$ cat src/rtl/smbmr_consts.svh
// constants for the battery mode and remaining-time alarm registers
`ifndef SMBMR_CONSTS_SVH
`define SMBMR_CONSTS_SVH

// command codes seen on the command port
`define SMBMR_CMD_TIME_THR   8'h02
`define SMBMR_CMD_MODE       8'h03
`define SMBMR_CMD_RATE_SET   8'h04

// battery mode word field positions
`define SMBMR_RELEARN_BIT    7
`define SMBMR_ONBOARD_BIT    8
`define SMBMR_MAIN_ROLE_BIT  9
`define SMBMR_ALARM_OFF_BIT  13
`define SMBMR_CHG_OFF_BIT    14
`define SMBMR_CAP_UNIT_BIT   15

// reset values
`define SMBMR_MODE_RST       3'h0
`define SMBMR_RELEARN_RST    1'b1
`define SMBMR_THR_OFF        16'h0000

// timing: clock period and one second in ns, cycles derived
`define SMBMR_CLK_NS         8
`define SMBMR_SECOND_NS      1000000000
`define SMBMR_SEC_CYCLES     (`SMBMR_SECOND_NS / `SMBMR_CLK_NS)
`define SMBMR_SUPPRESS_S     60
`define SMBMR_RATE_LIMIT_S   10
`define SMBMR_REFRESH_S      1
`define SMBMR_RELEARN_CYCLES 20

`endif

$ cat src/rtl/smbmr_pkg.sv
// types shared by the battery mode register block
package smbmr_pkg;

  // one command as presented on the link pins
  typedef struct packed {
    logic        wr;
    logic        rd;
    logic [7:0]  cmd;
    logic [15:0] wdata;
  } smbmr_req_t;

  // writable battery mode bits
  typedef struct packed {
    logic cap_unit;
    logic chg_bcast_off;
    logic alarm_bcast_off;
  } smbmr_mode_t;

endpackage : smbmr_pkg

$ cat src/rtl/smbmr_regs.sv
// battery mode word and remaining-time alarm register block
//
// Overview of operation
// - time estimate below threshold sends alert with remaining-time flag set.
// - threshold of zero disables the remaining-time alarm.
// - threshold loads from config flash at start, kept until host writes.
// - threshold is an unsigned 16-bit minute count, read and written as word.
// - mode bits 13-15 read-write, all other bits read-only, bit 7 writes ignored.
// - reserved mode bits 2-6 and 10-12 always read zero.
// - relearn flag set on full reset or 20 cycles unlearned, cleared by learn.
// - onboard charger and main pack role bits always read zero.
// - alarm-off bit stops bus mastering and alerts for 60 s.
// - at most one alert broadcast per 10 s.
// - each mode write restarts 60 s timer; expiry re-enables alerts.
// - sleep entry clears alarm-off, charger-off and capacity-unit bits.
// - alarm-off bit never touches the charger-off bit.
// - charger-off bit stops charge current and voltage requests.
// - capacity-unit bit selects 10 mW/mWh or mA/mAh reporting.
// - capacity-type values use the unit chosen by capacity-unit bit.
// - rate and time estimates, status computed in the chosen unit.
// - unit change updates others at once, rate values on write or 1 s.
`timescale 1ns/1ps
`default_nettype none
`include "smbmr_consts.svh"
module smbmr_regs
  import smbmr_pkg::*;
#(
  parameter logic [31:0] SEC_CYCLES     = 32'(`SMBMR_SEC_CYCLES),
  parameter logic [7:0]  RELEARN_CYCLES = 8'd`SMBMR_RELEARN_CYCLES
) (
  // clock, reset, enable
  input  wire logic        clk,
  input  wire logic        arst_n,
  input  wire logic        ce,
  // link pins from the serial bus engine
  input  wire logic        smb_clk,
  input  wire smbmr_req_t  smb_req,
  // read answer
  output logic [15:0]      rd_data,
  output logic             rd_ack,
  // gauge side inputs
  input  wire logic [15:0] cfg_time_thr,
  input  wire logic [15:0] avg_runtime_estimate,
  input  wire logic        sleep_enter,
  input  wire logic        full_reset,
  input  wire logic        cycle_count_inc,
  input  wire logic        fcc_update,
  input  wire logic        learn_done,
  // alert and broadcast control
  output logic             alert_message_req,
  output logic             alert_time_flag,
  output logic             master_allowed,
  output logic             charge_request_en,
  // unit selection and recalculation
  output logic             capacity_unit,
  output logic             unit_recalc,
  output logic             rate_recalc
);
  logic        rst_s1;
  logic        rst_n;
  logic        lclk_q2;
  logic        lclk_q3;
  logic        lclk_state;
  smbmr_req_t  req_q3;
  logic        lclk_rise;
  logic        wr_stb;
  logic        rd_stb;
  logic [7:0]  cmd_reg;
  logic [15:0] wdata_reg;
  logic [15:0] thr_reg;
  logic        thr_init_reg;
  smbmr_mode_t mode_reg;
  smbmr_mode_t mode_next;
  logic        relearn_reg;
  logic [7:0]  unlearn_reg;
  logic        sup_active;
  logic        sup_done;
  logic        lim_active;
  logic        refresh_tick;
  logic        refresh_active;
  logic        alarm_cond;
  logic        send_now;
  logic        rate_pend_reg;

  // reset release through two flip-flops
  always_ff @(posedge clk or negedge arst_n) begin
    if (!arst_n) begin
      rst_s1 <= 1'b0;
      rst_n  <= 1'b0;
    end else begin
      rst_s1 <= 1'b1;
      rst_n  <= rst_s1;
    end
  end

  // link clock and request pins synchronised
  smbmr_sync #(.W(1)) u_sync_clk (
    .clk   (clk),
    .rst_n (rst_n),
    .ce    (ce),
    .din   (smb_clk),
    .q2    (lclk_q2),
    .q3    (lclk_q3)
  );

  smbmr_sync #(.W($bits(smbmr_req_t))) u_sync_req (
    .clk   (clk),
    .rst_n (rst_n),
    .ce    (ce),
    .din   (smb_req),
    .q2    (),
    .q3    (req_q3)
  );

  // link edge counts once the late stages agree
  assign lclk_rise = (lclk_q2 == lclk_q3) && lclk_q3 && !lclk_state;

  always_ff @(posedge clk or negedge rst_n) begin
    if (!rst_n) begin
      lclk_state <= 1'b0;
    end else if (ce) begin
      if (lclk_q2 == lclk_q3) begin
        lclk_state <= lclk_q3;
      end
    end
  end

  // capture a command at the link rising edge
  always_ff @(posedge clk or negedge rst_n) begin
    if (!rst_n) begin
      wr_stb    <= 1'b0;
      rd_stb    <= 1'b0;
      cmd_reg   <= 8'h00;
      wdata_reg <= 16'h0000;
    end else if (ce) begin
      wr_stb <= lclk_rise && req_q3.wr;
      rd_stb <= lclk_rise && req_q3.rd && !req_q3.wr;
      if (lclk_rise) begin
        cmd_reg   <= req_q3.cmd;
        wdata_reg <= req_q3.wdata;
      end
    end
  end

  // remaining-time threshold
  always_ff @(posedge clk or negedge rst_n) begin
    if (!rst_n) begin
      thr_reg      <= `SMBMR_THR_OFF;
      thr_init_reg <= 1'b0;
    end else if (ce) begin
      if (!thr_init_reg) begin
        thr_reg      <= cfg_time_thr;
        thr_init_reg <= 1'b1;
      end else if (wr_stb && cmd_reg == `SMBMR_CMD_TIME_THR) begin
        thr_reg <= wdata_reg;
      end
    end
  end

  // next mode bits from a host write
  always_comb begin
    mode_next = mode_reg;
    if (wr_stb && cmd_reg == `SMBMR_CMD_MODE) begin
      mode_next.cap_unit        = wdata_reg[`SMBMR_CAP_UNIT_BIT];
      mode_next.chg_bcast_off   = wdata_reg[`SMBMR_CHG_OFF_BIT];
      mode_next.alarm_bcast_off = wdata_reg[`SMBMR_ALARM_OFF_BIT];
    end
    if (sup_done) begin
      mode_next.alarm_bcast_off = 1'b0;
    end
    if (sleep_enter) begin
      mode_next = `SMBMR_MODE_RST;
    end
  end

  // mode register
  always_ff @(posedge clk or negedge rst_n) begin
    if (!rst_n) begin
      mode_reg <= `SMBMR_MODE_RST;
    end else if (ce) begin
      mode_reg <= mode_next;
    end
  end

  // suppression window, restarted by every mode write
  // host rewrite keeps it alive
  smbmr_sec_timer #(
    .SEC_CYCLES (SEC_CYCLES),
    .SECS       (8'd`SMBMR_SUPPRESS_S)
  ) u_suppress (
    .clk     (clk),
    .rst_n   (rst_n),
    .ce      (ce),
    .restart (wr_stb && cmd_reg == `SMBMR_CMD_MODE),
    .active  (sup_active),
    .done    (sup_done)
  );

  // gap timer after each alert broadcast
  smbmr_sec_timer #(
    .SEC_CYCLES (SEC_CYCLES),
    .SECS       (8'd`SMBMR_RATE_LIMIT_S)
  ) u_limit (
    .clk     (clk),
    .rst_n   (rst_n),
    .ce      (ce),
    .restart (send_now),
    .active  (lim_active),
    .done    ()
  );

  // free-running one second refresh
  smbmr_sec_timer #(
    .SEC_CYCLES (SEC_CYCLES),
    .SECS       (8'd`SMBMR_REFRESH_S)
  ) u_refresh (
    .clk     (clk),
    .rst_n   (rst_n),
    .ce      (ce),
    .restart (!refresh_active),
    .active  (refresh_active),
    .done    (refresh_tick)
  );

  // relearn request and unlearned cycle count
  always_ff @(posedge clk or negedge rst_n) begin
    if (!rst_n) begin
      relearn_reg <= `SMBMR_RELEARN_RST;
      unlearn_reg <= 8'h00;
    end else if (ce) begin
      if (fcc_update || learn_done) begin
        unlearn_reg <= 8'h00;
      end else if (cycle_count_inc && unlearn_reg != RELEARN_CYCLES) begin
        unlearn_reg <= unlearn_reg + 8'd1;
      end
      if (full_reset || (cycle_count_inc &&
          unlearn_reg == RELEARN_CYCLES - 8'd1 && !fcc_update)) begin
        relearn_reg <= 1'b1;
      end else if (learn_done) begin
        relearn_reg <= 1'b0;
      end
    end
  end

  assign alarm_cond = (thr_reg != `SMBMR_THR_OFF) &&
                      (avg_runtime_estimate < thr_reg);

  assign send_now = alarm_cond && !mode_reg.alarm_bcast_off &&
                    !lim_active && !alert_message_req;

  // alert requests and bus mastering permission
  always_ff @(posedge clk or negedge rst_n) begin
    if (!rst_n) begin
      alert_message_req <= 1'b0;
      alert_time_flag   <= 1'b0;
      master_allowed    <= 1'b1;
    end else if (ce) begin
      alert_message_req <= send_now;
      alert_time_flag   <= alarm_cond;
      master_allowed    <= !mode_next.alarm_bcast_off;
    end
  end

  // charger broadcast and unit outputs
  always_ff @(posedge clk or negedge rst_n) begin
    if (!rst_n) begin
      charge_request_en <= 1'b1;
      capacity_unit     <= 1'b0;
    end else if (ce) begin
      charge_request_en <= !mode_next.chg_bcast_off;
      capacity_unit     <= mode_next.cap_unit;
    end
  end

  // recalculation requests after a unit change
  always_ff @(posedge clk or negedge rst_n) begin
    if (!rst_n) begin
      unit_recalc   <= 1'b0;
      rate_recalc   <= 1'b0;
      rate_pend_reg <= 1'b0;
    end else if (ce) begin
      unit_recalc <= mode_next.cap_unit != mode_reg.cap_unit;
      rate_recalc <= 1'b0;
      if (mode_next.cap_unit != mode_reg.cap_unit) begin
        rate_pend_reg <= 1'b1;
      end else if (rate_pend_reg && (refresh_tick ||
          (wr_stb && cmd_reg == `SMBMR_CMD_RATE_SET))) begin
        // rate values on write or tick
        rate_pend_reg <= 1'b0;
        rate_recalc   <= 1'b1;
      end
    end
  end

  // read answer, one cycle after the captured command
  always_ff @(posedge clk or negedge rst_n) begin
    if (!rst_n) begin
      rd_data <= 16'h0000;
      rd_ack  <= 1'b0;
    end else if (ce) begin
      rd_ack <= 1'b0;
      if (rd_stb) begin
        if (cmd_reg == `SMBMR_CMD_TIME_THR) begin
          rd_data <= thr_reg;
          rd_ack  <= 1'b1;
        end else if (cmd_reg == `SMBMR_CMD_MODE) begin
          rd_data <= 16'h0000;
          rd_data[`SMBMR_CAP_UNIT_BIT]  <= mode_reg.cap_unit;
          rd_data[`SMBMR_CHG_OFF_BIT]   <= mode_reg.chg_bcast_off;
          rd_data[`SMBMR_ALARM_OFF_BIT] <= mode_reg.alarm_bcast_off;
          rd_data[`SMBMR_RELEARN_BIT]   <= relearn_reg;
          rd_ack  <= 1'b1;
        end
      end
    end
  end

endmodule : smbmr_regs
`default_nettype wire

$ cat src/rtl/smbmr_sec_timer.sv
// restartable timer counting whole seconds
`timescale 1ns/1ps
`default_nettype none
module smbmr_sec_timer #(
  parameter logic [31:0] SEC_CYCLES = 32'd125000000,
  parameter logic [7:0]  SECS       = 8'd60
) (
  // clock and reset
  input  wire logic clk,
  input  wire logic rst_n,
  input  wire logic ce,
  // control and status
  input  wire logic restart,
  output logic      active,
  output logic      done
);
  logic [31:0] pre_reg;
  logic [7:0]  sec_reg;
  logic        wrap;

  assign wrap = (pre_reg == SEC_CYCLES - 32'd1);

  // prescaler and second count, restart wins
  always_ff @(posedge clk or negedge rst_n) begin
    if (!rst_n) begin
      pre_reg <= 32'h0;
      sec_reg <= 8'h0;
      active  <= 1'b0;
      done    <= 1'b0;
    end else if (ce) begin
      done <= 1'b0;
      if (restart) begin
        pre_reg <= 32'h0;
        sec_reg <= 8'h0;
        active  <= 1'b1;
      end else if (active) begin
        pre_reg <= wrap ? 32'h0 : pre_reg + 32'd1;
        if (wrap) begin
          sec_reg <= sec_reg + 8'd1;
          if (sec_reg == SECS - 8'd1) begin
            active <= 1'b0;
            done   <= 1'b1;
          end
        end
      end
    end
  end
endmodule : smbmr_sec_timer
`default_nettype wire

$ cat src/rtl/smbmr_sync.sv
// three-stage synchroniser for pins from outside the clock domain
`timescale 1ns/1ps
`default_nettype none
module smbmr_sync #(
  parameter int W = 1
) (
  // clock and reset
  input  wire logic         clk,
  input  wire logic         rst_n,
  input  wire logic         ce,
  // pin in, late stages out
  input  wire logic [W-1:0] din,
  output logic      [W-1:0] q2,
  output logic      [W-1:0] q3
);
  logic [W-1:0] q1;

  // first stage feeds only the second
  always_ff @(posedge clk or negedge rst_n) begin
    if (!rst_n) begin
      q1 <= '0;
      q2 <= '0;
      q3 <= '0;
    end else if (ce) begin
      q1 <= din;
      q2 <= q1;
      q3 <= q2;
    end
  end
endmodule : smbmr_sync
`default_nettype wire

$ cat config.mk
export PLATFORM = sky130hd
export DESIGN_NAME = smbmr_regs
export DESIGN_NICKNAME = d
export VERILOG_FILES = /design/src/rtl/smbmr_pkg.sv /design/src/rtl/smbmr_regs.sv /design/src/rtl/smbmr_sec_timer.sv /design/src/rtl/smbmr_sync.sv
export VERILOG_INCLUDE_DIRS = /design/src /design/src/rtl
export SDC_FILE = /design/constraint.sdc
export NUM_CORES = 1
export LEC_CHECK = 0
export ABC_CLOCK_PERIOD_IN_PS = 26200
export BUFFER_PORTS_ARGS = -buffer_cell sky130_fd_sc_hd__buf_2
export CORE_MARGIN = 5
export CORE_UTILIZATION = 50
export DETAILED_ROUTE_END_ITERATION = 6
export PLACE_DENSITY = 0.66
export SYNTH_ARGS = -nofsm -noshare
export SYNTH_HDL_FRONTEND = slang
export SYNTH_SLANG_ARGS = --single-unit
$ cat constraint.sdc
create_clock -name clk -period 26.2 [get_ports clk]
set_clock_uncertainty 0.05 [all_clocks]
set_input_delay 1.31 -clock clk [delete_from_list [all_inputs] [get_ports clk]]
set_output_delay 1.31 -clock clk [all_outputs]
set_load 0.005 [all_outputs]
==> results of run 1 <==
==> worst max path at each step <==
stage / from / end
5_1_grt: avg_runtime_estimate[11] / u_limit.pre_reg[22]$_DFFE_PN0P_
6_report: avg_runtime_estimate[11] / u_limit.pre_reg[5]$_DFFE_PN0P_
4_1_cts: avg_runtime_estimate[11] / u_limit.pre_reg[5]$_DFFE_PN0P_
3_3_place_gp: avg_runtime_estimate[11] / u_limit.pre_reg[5]$_DFFE_PN0P_
2_1_floorplan: rst_n$_DFF_PN0_ / alert_message_req$_DFFE_PN0P_
3_5_place_dp: avg_runtime_estimate[9] / u_limit.pre_reg[5]$_DFFE_PN0P_
==> layer usage <==
metal | wire length, µm | GRT usage (%)
met5 | 34 | 0
met4 | 833 | 5.99
met3 | 1230 | 3.01
met2 | 13200 | 29.7
met1 | 13800 | 27.4
==> final cells by class <==
class                      instances  area, µm²
clock buffer                      40        880
timing repair buffer             104        558
fill                            2290      11300
inverter                          44        165
multi-input combinational        904       6060
tap                              341        427
clock inverter                    18        298
sequential                       288       7210
==> worst max-delay path: stages <==
cell and delay (ps):
buf_2 100, ha_1 320, a21oi_1 130, o21ai_0 130, a2111oi_0 1060, a31oi_2 160
buf_4 270, o21bai_1 190, a22o_1 180
==> power by group through the flow <==
stage          combinational [mW]  sequential [mW]  clock [mW]
6_report                    0.146            0.542       0.491
5_1_grt                     0.166            0.551       0.519
4_1_cts                     0.148            0.543       0.502
3_5_place_dp                0.148            0.550           0
3_3_place_gp                0.142            0.548           0
2_1_floorplan               0.107            0.541           0
==> placed cells by master, fill, tap and decap left out, types with 8 or more instances in the layout <==
cell type and instances:
dfrtp_1 284, nand2_1 126, mux2_2 105, nor2_1 98
buf_2 89, o21ai_0 82, nand3_1 57, inv_1 44
nand4_1 43, xor2_1 42, clkbuf_16 31, and3_1 26
a21oi_1 26, ha_1 26, nor3_1 23, mux2i_1 21
or3_1 20, nor4_1 20, a22o_1 17, o31ai_1 16
buf_4 15, a31oi_1 13, and4_1 12, or4_1 12
xnor2_1 11, nor4b_1 10, and2_1 10, nand2b_1 9
a21o_1 8
==> through the flow <==
step | setup slack [ps] | hold slack (ps) | utilization (%) | area (µm²)
CTS | 22760 | 305 | 58.0 | 15600
global route | 22450 | 317 | 58.0 | 15600
detailed placement | 22200 | 291 | 53.7 | 14400
global placement | 22220 | 285 | 53.7 | 14400
floorplan | 17530 | 281 | - | 13600
finish | 22730 | 302 | 58.0 | 15600
==> kinds of logic (layout without fill, tap and decap cells) <==
group	count (synthesis)	after routing	synth area share (%)
buf+inv	101	206	2.85
mux	126	126	10.2
fa+ha+maj	26	26	2.39
compound gates	212	212	9.97
other cells	1	1	0.0275
simple gates	486	486	18.3
flops	288	288	52.9
xor+xnor	53	53	3.40
==> summary.md, run 1 <==
| Metric | Value |
|---|---|
| Status | complete, but fails checks |
| Violated checks | DRC |
| Pins Over Slew Limit | 0 |
| Syn Inst Count | approximately 1.3k |
| Crit path max fanout | 29 |
| Grt ovf | 0 |
| Final setup viols | 0 |
| Initial antenna violation count | 2 |
| Wire per inst | roughly 17 µm |
| Worst R2R Start | cmd_reg[3]$_DFFE_PN0P_ |
| Final Hold Vio Count | 0 |
| CP Capture Type | flip-flop |
| Number of global-route vias before repair | around 9.9k |
| Maxcap violations | 0 |
| RSZ-0062 raised after global routing | no |
| Filler-free cell count of the finished design | 1,739 |
| Comb power frac | about an eighth |
| Hold EP | rst_n$_DFF_PN0_ |
| Sw Ratio | about a quarter |
| Worst slew margin | between 10% and 20% |
| Core ar. | around 0.027 mm² |
| Distinct cells, synth | 62 |
| Global-route wire length before repair | around 50 mm |
| Vias per cell | 5.76 |
| WS Path Type | in -> reg |
| Port-buffer cells | 90 |
| # rows | 60 |
| Residual DRC | 1 |
| Layout cells sized above 1 | roughly 20% |
| TritonRoute pass-1 iters | 7 |
| Die Wd | 175 µm |
| Area leader, netlist | dfrtp_1 |
| Number of routed nets with antenna violations | 0 |
| TNS Setup | 0 ps |
| Latest clock arrival within the worst-skew pair | about 570 ps |
| Fmax | about 290 MHz |
| Required @ worst endpoint | around 27,000 ps |
| Seq/Total Area, Yosys | a little over half |
| Final Total Pwr | roughly 1.2 mW |
| Gr usage total | 19.0% |
| Final net count | between 1k and 1.5k |
| Vias | ~10k |
| FF-to-FF setup slack | roughly 23,000 ps |
| Leakage | about 7 nW |
| Cts hold-fix bufs | 0 |
| Clock root buffer | clkbuf_16 |
| Antenna diodes | 0 |
| Max VDD drop | between 0.06 and 0.07 mV |
| Post-Route WL | around 30 mm |
| Fraction of post-synthesis cell area in the top cell type by area | approximately 52% |
| Initial Utilization | about half |
| CTS tree | done |
| Mapped Area | approximately 0.014 mm² |
| Ys flop type | dfrtp_1 |
| Final period utilization | a little over an eighth |
| H-Tree Depth | 1 |
| Syn. warnings | 0 |
| Clock sink total | around 290 |
| Initial DRC Count | roughly 590 |
| Gpl congestion | 0.842 |
| Post-synth top cells | 285 x dfrtp_1, 126 x nand2_1, 105 x mux2_2 |
| Crit path time final | about 3500 ps |
| Switching power | between 0.3 and 0.4 mW |
| Number of buffers created by CTS | 31 |
| Cell Int Power | just under 0.9 mW |
| Syn avg cell area | between 10 and 15 µm² |
| Hold Startpoint | rst_s1$_DFF_PN0_ |
| Worst min-delay path class | reg -> reg |
| Layout area overhead | 14.4% |
| Clock power share | between 40% and 50% |
| Pwr per Cell Area | around 76 mW/mm² |
| Area contributors post-synth | dfrtp_1 52%, mux2_2 8.7%, nand2_1 3.5% |
| Post-CTS Setup Repair Bufs | 0 |
| Reg2reg end | u_suppress.sec_reg[6]$_DFFE_PN0P_ |
| Deepest clock path buffer count | 3 |
| Top-level I/O count | roughly 90 |
| Worst Path Arrival | a little under 4000 ps |
| Placed cells | 1,681 |
| Dominant cell by count in the synthesized netlist | dfrtp_1 |
| Number of synthesized flops with an enable pin | 0 |
| HPWL after detailed placement | around 20 mm |
| Die Ht | between 150 and 200 µm |
| Gates resized, CTS repair | 0 |
| Post-synth ARST share | between 90% and 100% |
| Reg power frac | between 40 and 50% |
| Net Count, Synth | roughly 1.4k |
| CP Launch Type | input port |
| Reg2Reg Depth | 6 |
| Die area | a little over 0.03 mm² |
| Slew @ Worst Pin | ~1200 ps |
| Clk slew on worst S/H paths | approximately 60 ps |
| Worst Hold Depth | 0 |
| Seq cells post-synth | about 290 |
| Pin count of the biggest net entering global routing | 79 |
No activity file was read; power rests on OpenSTA's default activity.
==> run 2, diff against run 1 <==
ABC_CLOCK_PERIOD_IN_PS = 3000   (was 26200)
PLACE_DENSITY = 0.68   (was 0.66)
clock period = 3 ns   (was 26.2 ns; I/O delays follow)
==> run 2 against run 1 <==
The run now ends clean. Combinational power rose to 9.4 times the previous value. Utilization rose by 2.2 points. Design area rose by 3.9%. Routed wire length rose by 5.3%. Largest cell class unchanged.
==> summary.md, run 2 (synthesis results as in run 1) <==
| Metric | Value |
|---|---|
| CP Capture Type | flip-flop |
| Clk slew on worst S/H paths | 60 ps (about the same) |
| H-Tree Depth | 2 (+1) |
| Crit path time final | 2760 ps |
| Die area | 0.0307 mm² (unchanged) |
| Comb power frac | 13.7% (+1.3 points) |
| Port-buffer cells | 90 (unchanged) |
| Initial antenna violation count | 3 (+1) |
| Final core utilization | 60.3% (+2.2 points) |
| RSZ-0062 raised after global routing | no |
| Final setup viols | 0 (unchanged) |
| Die Ht | 175 µm (unchanged) |
| Final net count | 1,540 (+5.0%) |
| Crit path max fanout | 13 (-55%) |
| Commonest non-fill, non-tap cell in the layout | dfrtp_1 |
| Fmax | approximately 360 MHz |
| Cell Int Power | 7.32 mW (+740%) |
| Clock sink total | 288 (unchanged) |
| Most frequent cells in the layout | 284 x dfrtp_1, 126 x nand2_1, 105 x mux2_2 |
| Wire per inst | 16.9 µm (+1.1%) |
| Clock root buffer | clkbuf_16 |
| Latest clock arrival within the worst-skew pair | 530 ps (-40 ps) |
| TritonRoute pass-1 iters | 5 (-2) |
| HPWL after detailed placement | 20.3 mm (+2.8%) |
| Initial Utilization | 50.7% (unchanged) |
| Slew @ Worst Pin | 1030 ps (-158 ps) |
| Maxcap violations | 0 (unchanged) |
| Filler-free cell count of the finished design | 1,812 (+4.2%) |
| Pins Over Slew Limit | 0 (unchanged) |
| CP Launch Type | flip-flop |
| Leakage | 7.27 nW (+4.0%) |
| Clock power share | 38.7% (-2.9 points) |
| WS Path Type | reg -> reg |
| Placed cells | 1,702 (+1.2%) |
| Pin count of the biggest net entering global routing | 57 (-28%) |
| Pwr per Cell Area | 617 mW/mm² (+720%) |
| Sw Ratio | 26.7% (+1.1 points) |
| Required @ worst endpoint | 3350 ps (-23,250 ps) |
| # rows | 60 (unchanged) |
| Final period utilization | 92.2% |
| Reg power frac | 47.6% (+1.6 points) |
| Status | finished clean |
| Grt ovf | 0 (unchanged) |
| Gpl congestion | 0.876 (+4.1%) |
| Number of global-route vias before repair | 10.1k (+2.5%) |
| Final Total Pwr | 10.0 mW (+750%) |
| Deepest clock path buffer count | 3 (unchanged) |
| Max VDD drop | 0.488 mV (+610%) |
| Residual DRC | 0 (-1) |
| Number of buffers created by CTS | 34 (+9.7%) |
| Post-Route WL | 30.7 mm (+5.3%) |
| Layout area overhead | 18.8% |
| Top-level I/O count | 91 (unchanged) |
| Number of routed nets with antenna violations | 0 (unchanged) |
| Layout cells sized above 1 | 20.0% (-0.14 points) |
| Die Wd | 175 µm (unchanged) |
| Worst min-delay path class | in -> reg |
| Gr usage total | 20.1% (+1.1 points) |
| CTS tree | done |
| Vias | 10.4k (+3.5%) |
| Global-route wire length before repair | 51.9 mm (+4.2%) |
| Worst slew margin | 31.3% (+13 points) |
| Core ar. | 0.0269 mm² (unchanged) |
| Switching power | 2.67 mW (+780%) |
| Worst Path Arrival | 3110 ps (-760 ps) |
| Final Hold Vio Count | 0 (unchanged) |
| Initial DRC Count | 647 (+8.9%) |
| Vias per cell | 5.72 (-0.66%) |
[run 2: cell count changes in the layout (fill, tap and decap cells not counted), moves of 4 or more]
cell	previous run	this run
buf_12	0	4
buf_4	15	32
bufinv_16	7	1
clkbuf_1	2	11
clkbuf_8	7	3
clkinvlp_4	4	0
dlygate4sd3_1	0	50
[run 2: what timing repair did]
item,in CTS,in global routing
hold endpoints to repair,53,0
hold buffers,50,0
setup buffers,0,0
endpoints found under the setup margin,11,5
gates resized for setup,1,2
[run 2: final timing paths]
path,start,to,slack [ps],cells past startpoint
setup / recovery,u_limit.pre_reg[0]$_DFFE_PN0P_,u_limit.pre_reg[31]$_DFFE_PN0P_,240,7
hold / removal,avg_runtime_estimate[15],alert_time_flag$_DFFE_PN0P_,40,5
setup reg to reg,u_limit.pre_reg[0]$_DFFE_PN0P_,u_limit.pre_reg[31]$_DFFE_PN0P_,240,7
hold reg to reg,rst_s1$_DFF_PN0_,rst_n$_DFF_PN0_,310,0
max in group asynchronous,rst_n$_DFF_PN0_,relearn_reg$_DFFE_PN1P_,1730,1
min in group asynchronous,rst_n$_DFF_PN0_,u_sync_req.q3[9]$_DFFE_PN0P_,350,0
[run 2: cell type report]
class                           count  area, µm²
Antenna cell                        3       7.51
Timing Repair Buffer              175       1270
Sequential cell                   288       7210
Fill cell                        2230      10700
Clock inverter                      9        114
Inverter                           44        165
Multi-Input combinational cell    904       6070
Clock buffer                       48        933
Tap cell                          341        427
[run 2: metal layers]
metal  track usage, %  vias to the layer above  routed length (µm)
li1                 -                     4992                   -
met1             28.1                     5085               14100
met2             32.4                      216               14500
met3             2.99                       67                1200
met4             6.51                        0                 901
met5                0                        -                   0
[run 2: worst max-delay path: stages, from the launching register on]
cell,delay [ps]
dfrtp_1,380
ha_1,220
nand3_1,140
or3_1,460
nor4_2,650
nor2_1,420
a21oi_1,230
o21ai_0,90
[run 2: metrics by stage]
stage	worst slack (ps)	TNS, ps	cell area (µm²)	hold slack, ps
floorplan	79.4	0	13600	-196
CTS	214	0	16200	22.6
global route	48.7	0	16200	81.3
detailed placement	-69.8	-395	14600	-113
global placement	-98.0	-795	14600	-113
finish	235	0	16200	38.6
[run 2: power groups by stage]
| stage | clock network, mW | registers (mW) | logic [mW] |
|---|---|---|---|
| global placement | 0 | 4.79 | 1.27 |
| detailed placement | 0 | 4.81 | 1.31 |
| floorplan | 0 | 4.72 | 0.931 |
| CTS | 3.98 | 4.75 | 1.37 |
| finish | 3.87 | 4.75 | 1.37 |
| global route | 4.15 | 4.82 | 1.54 |
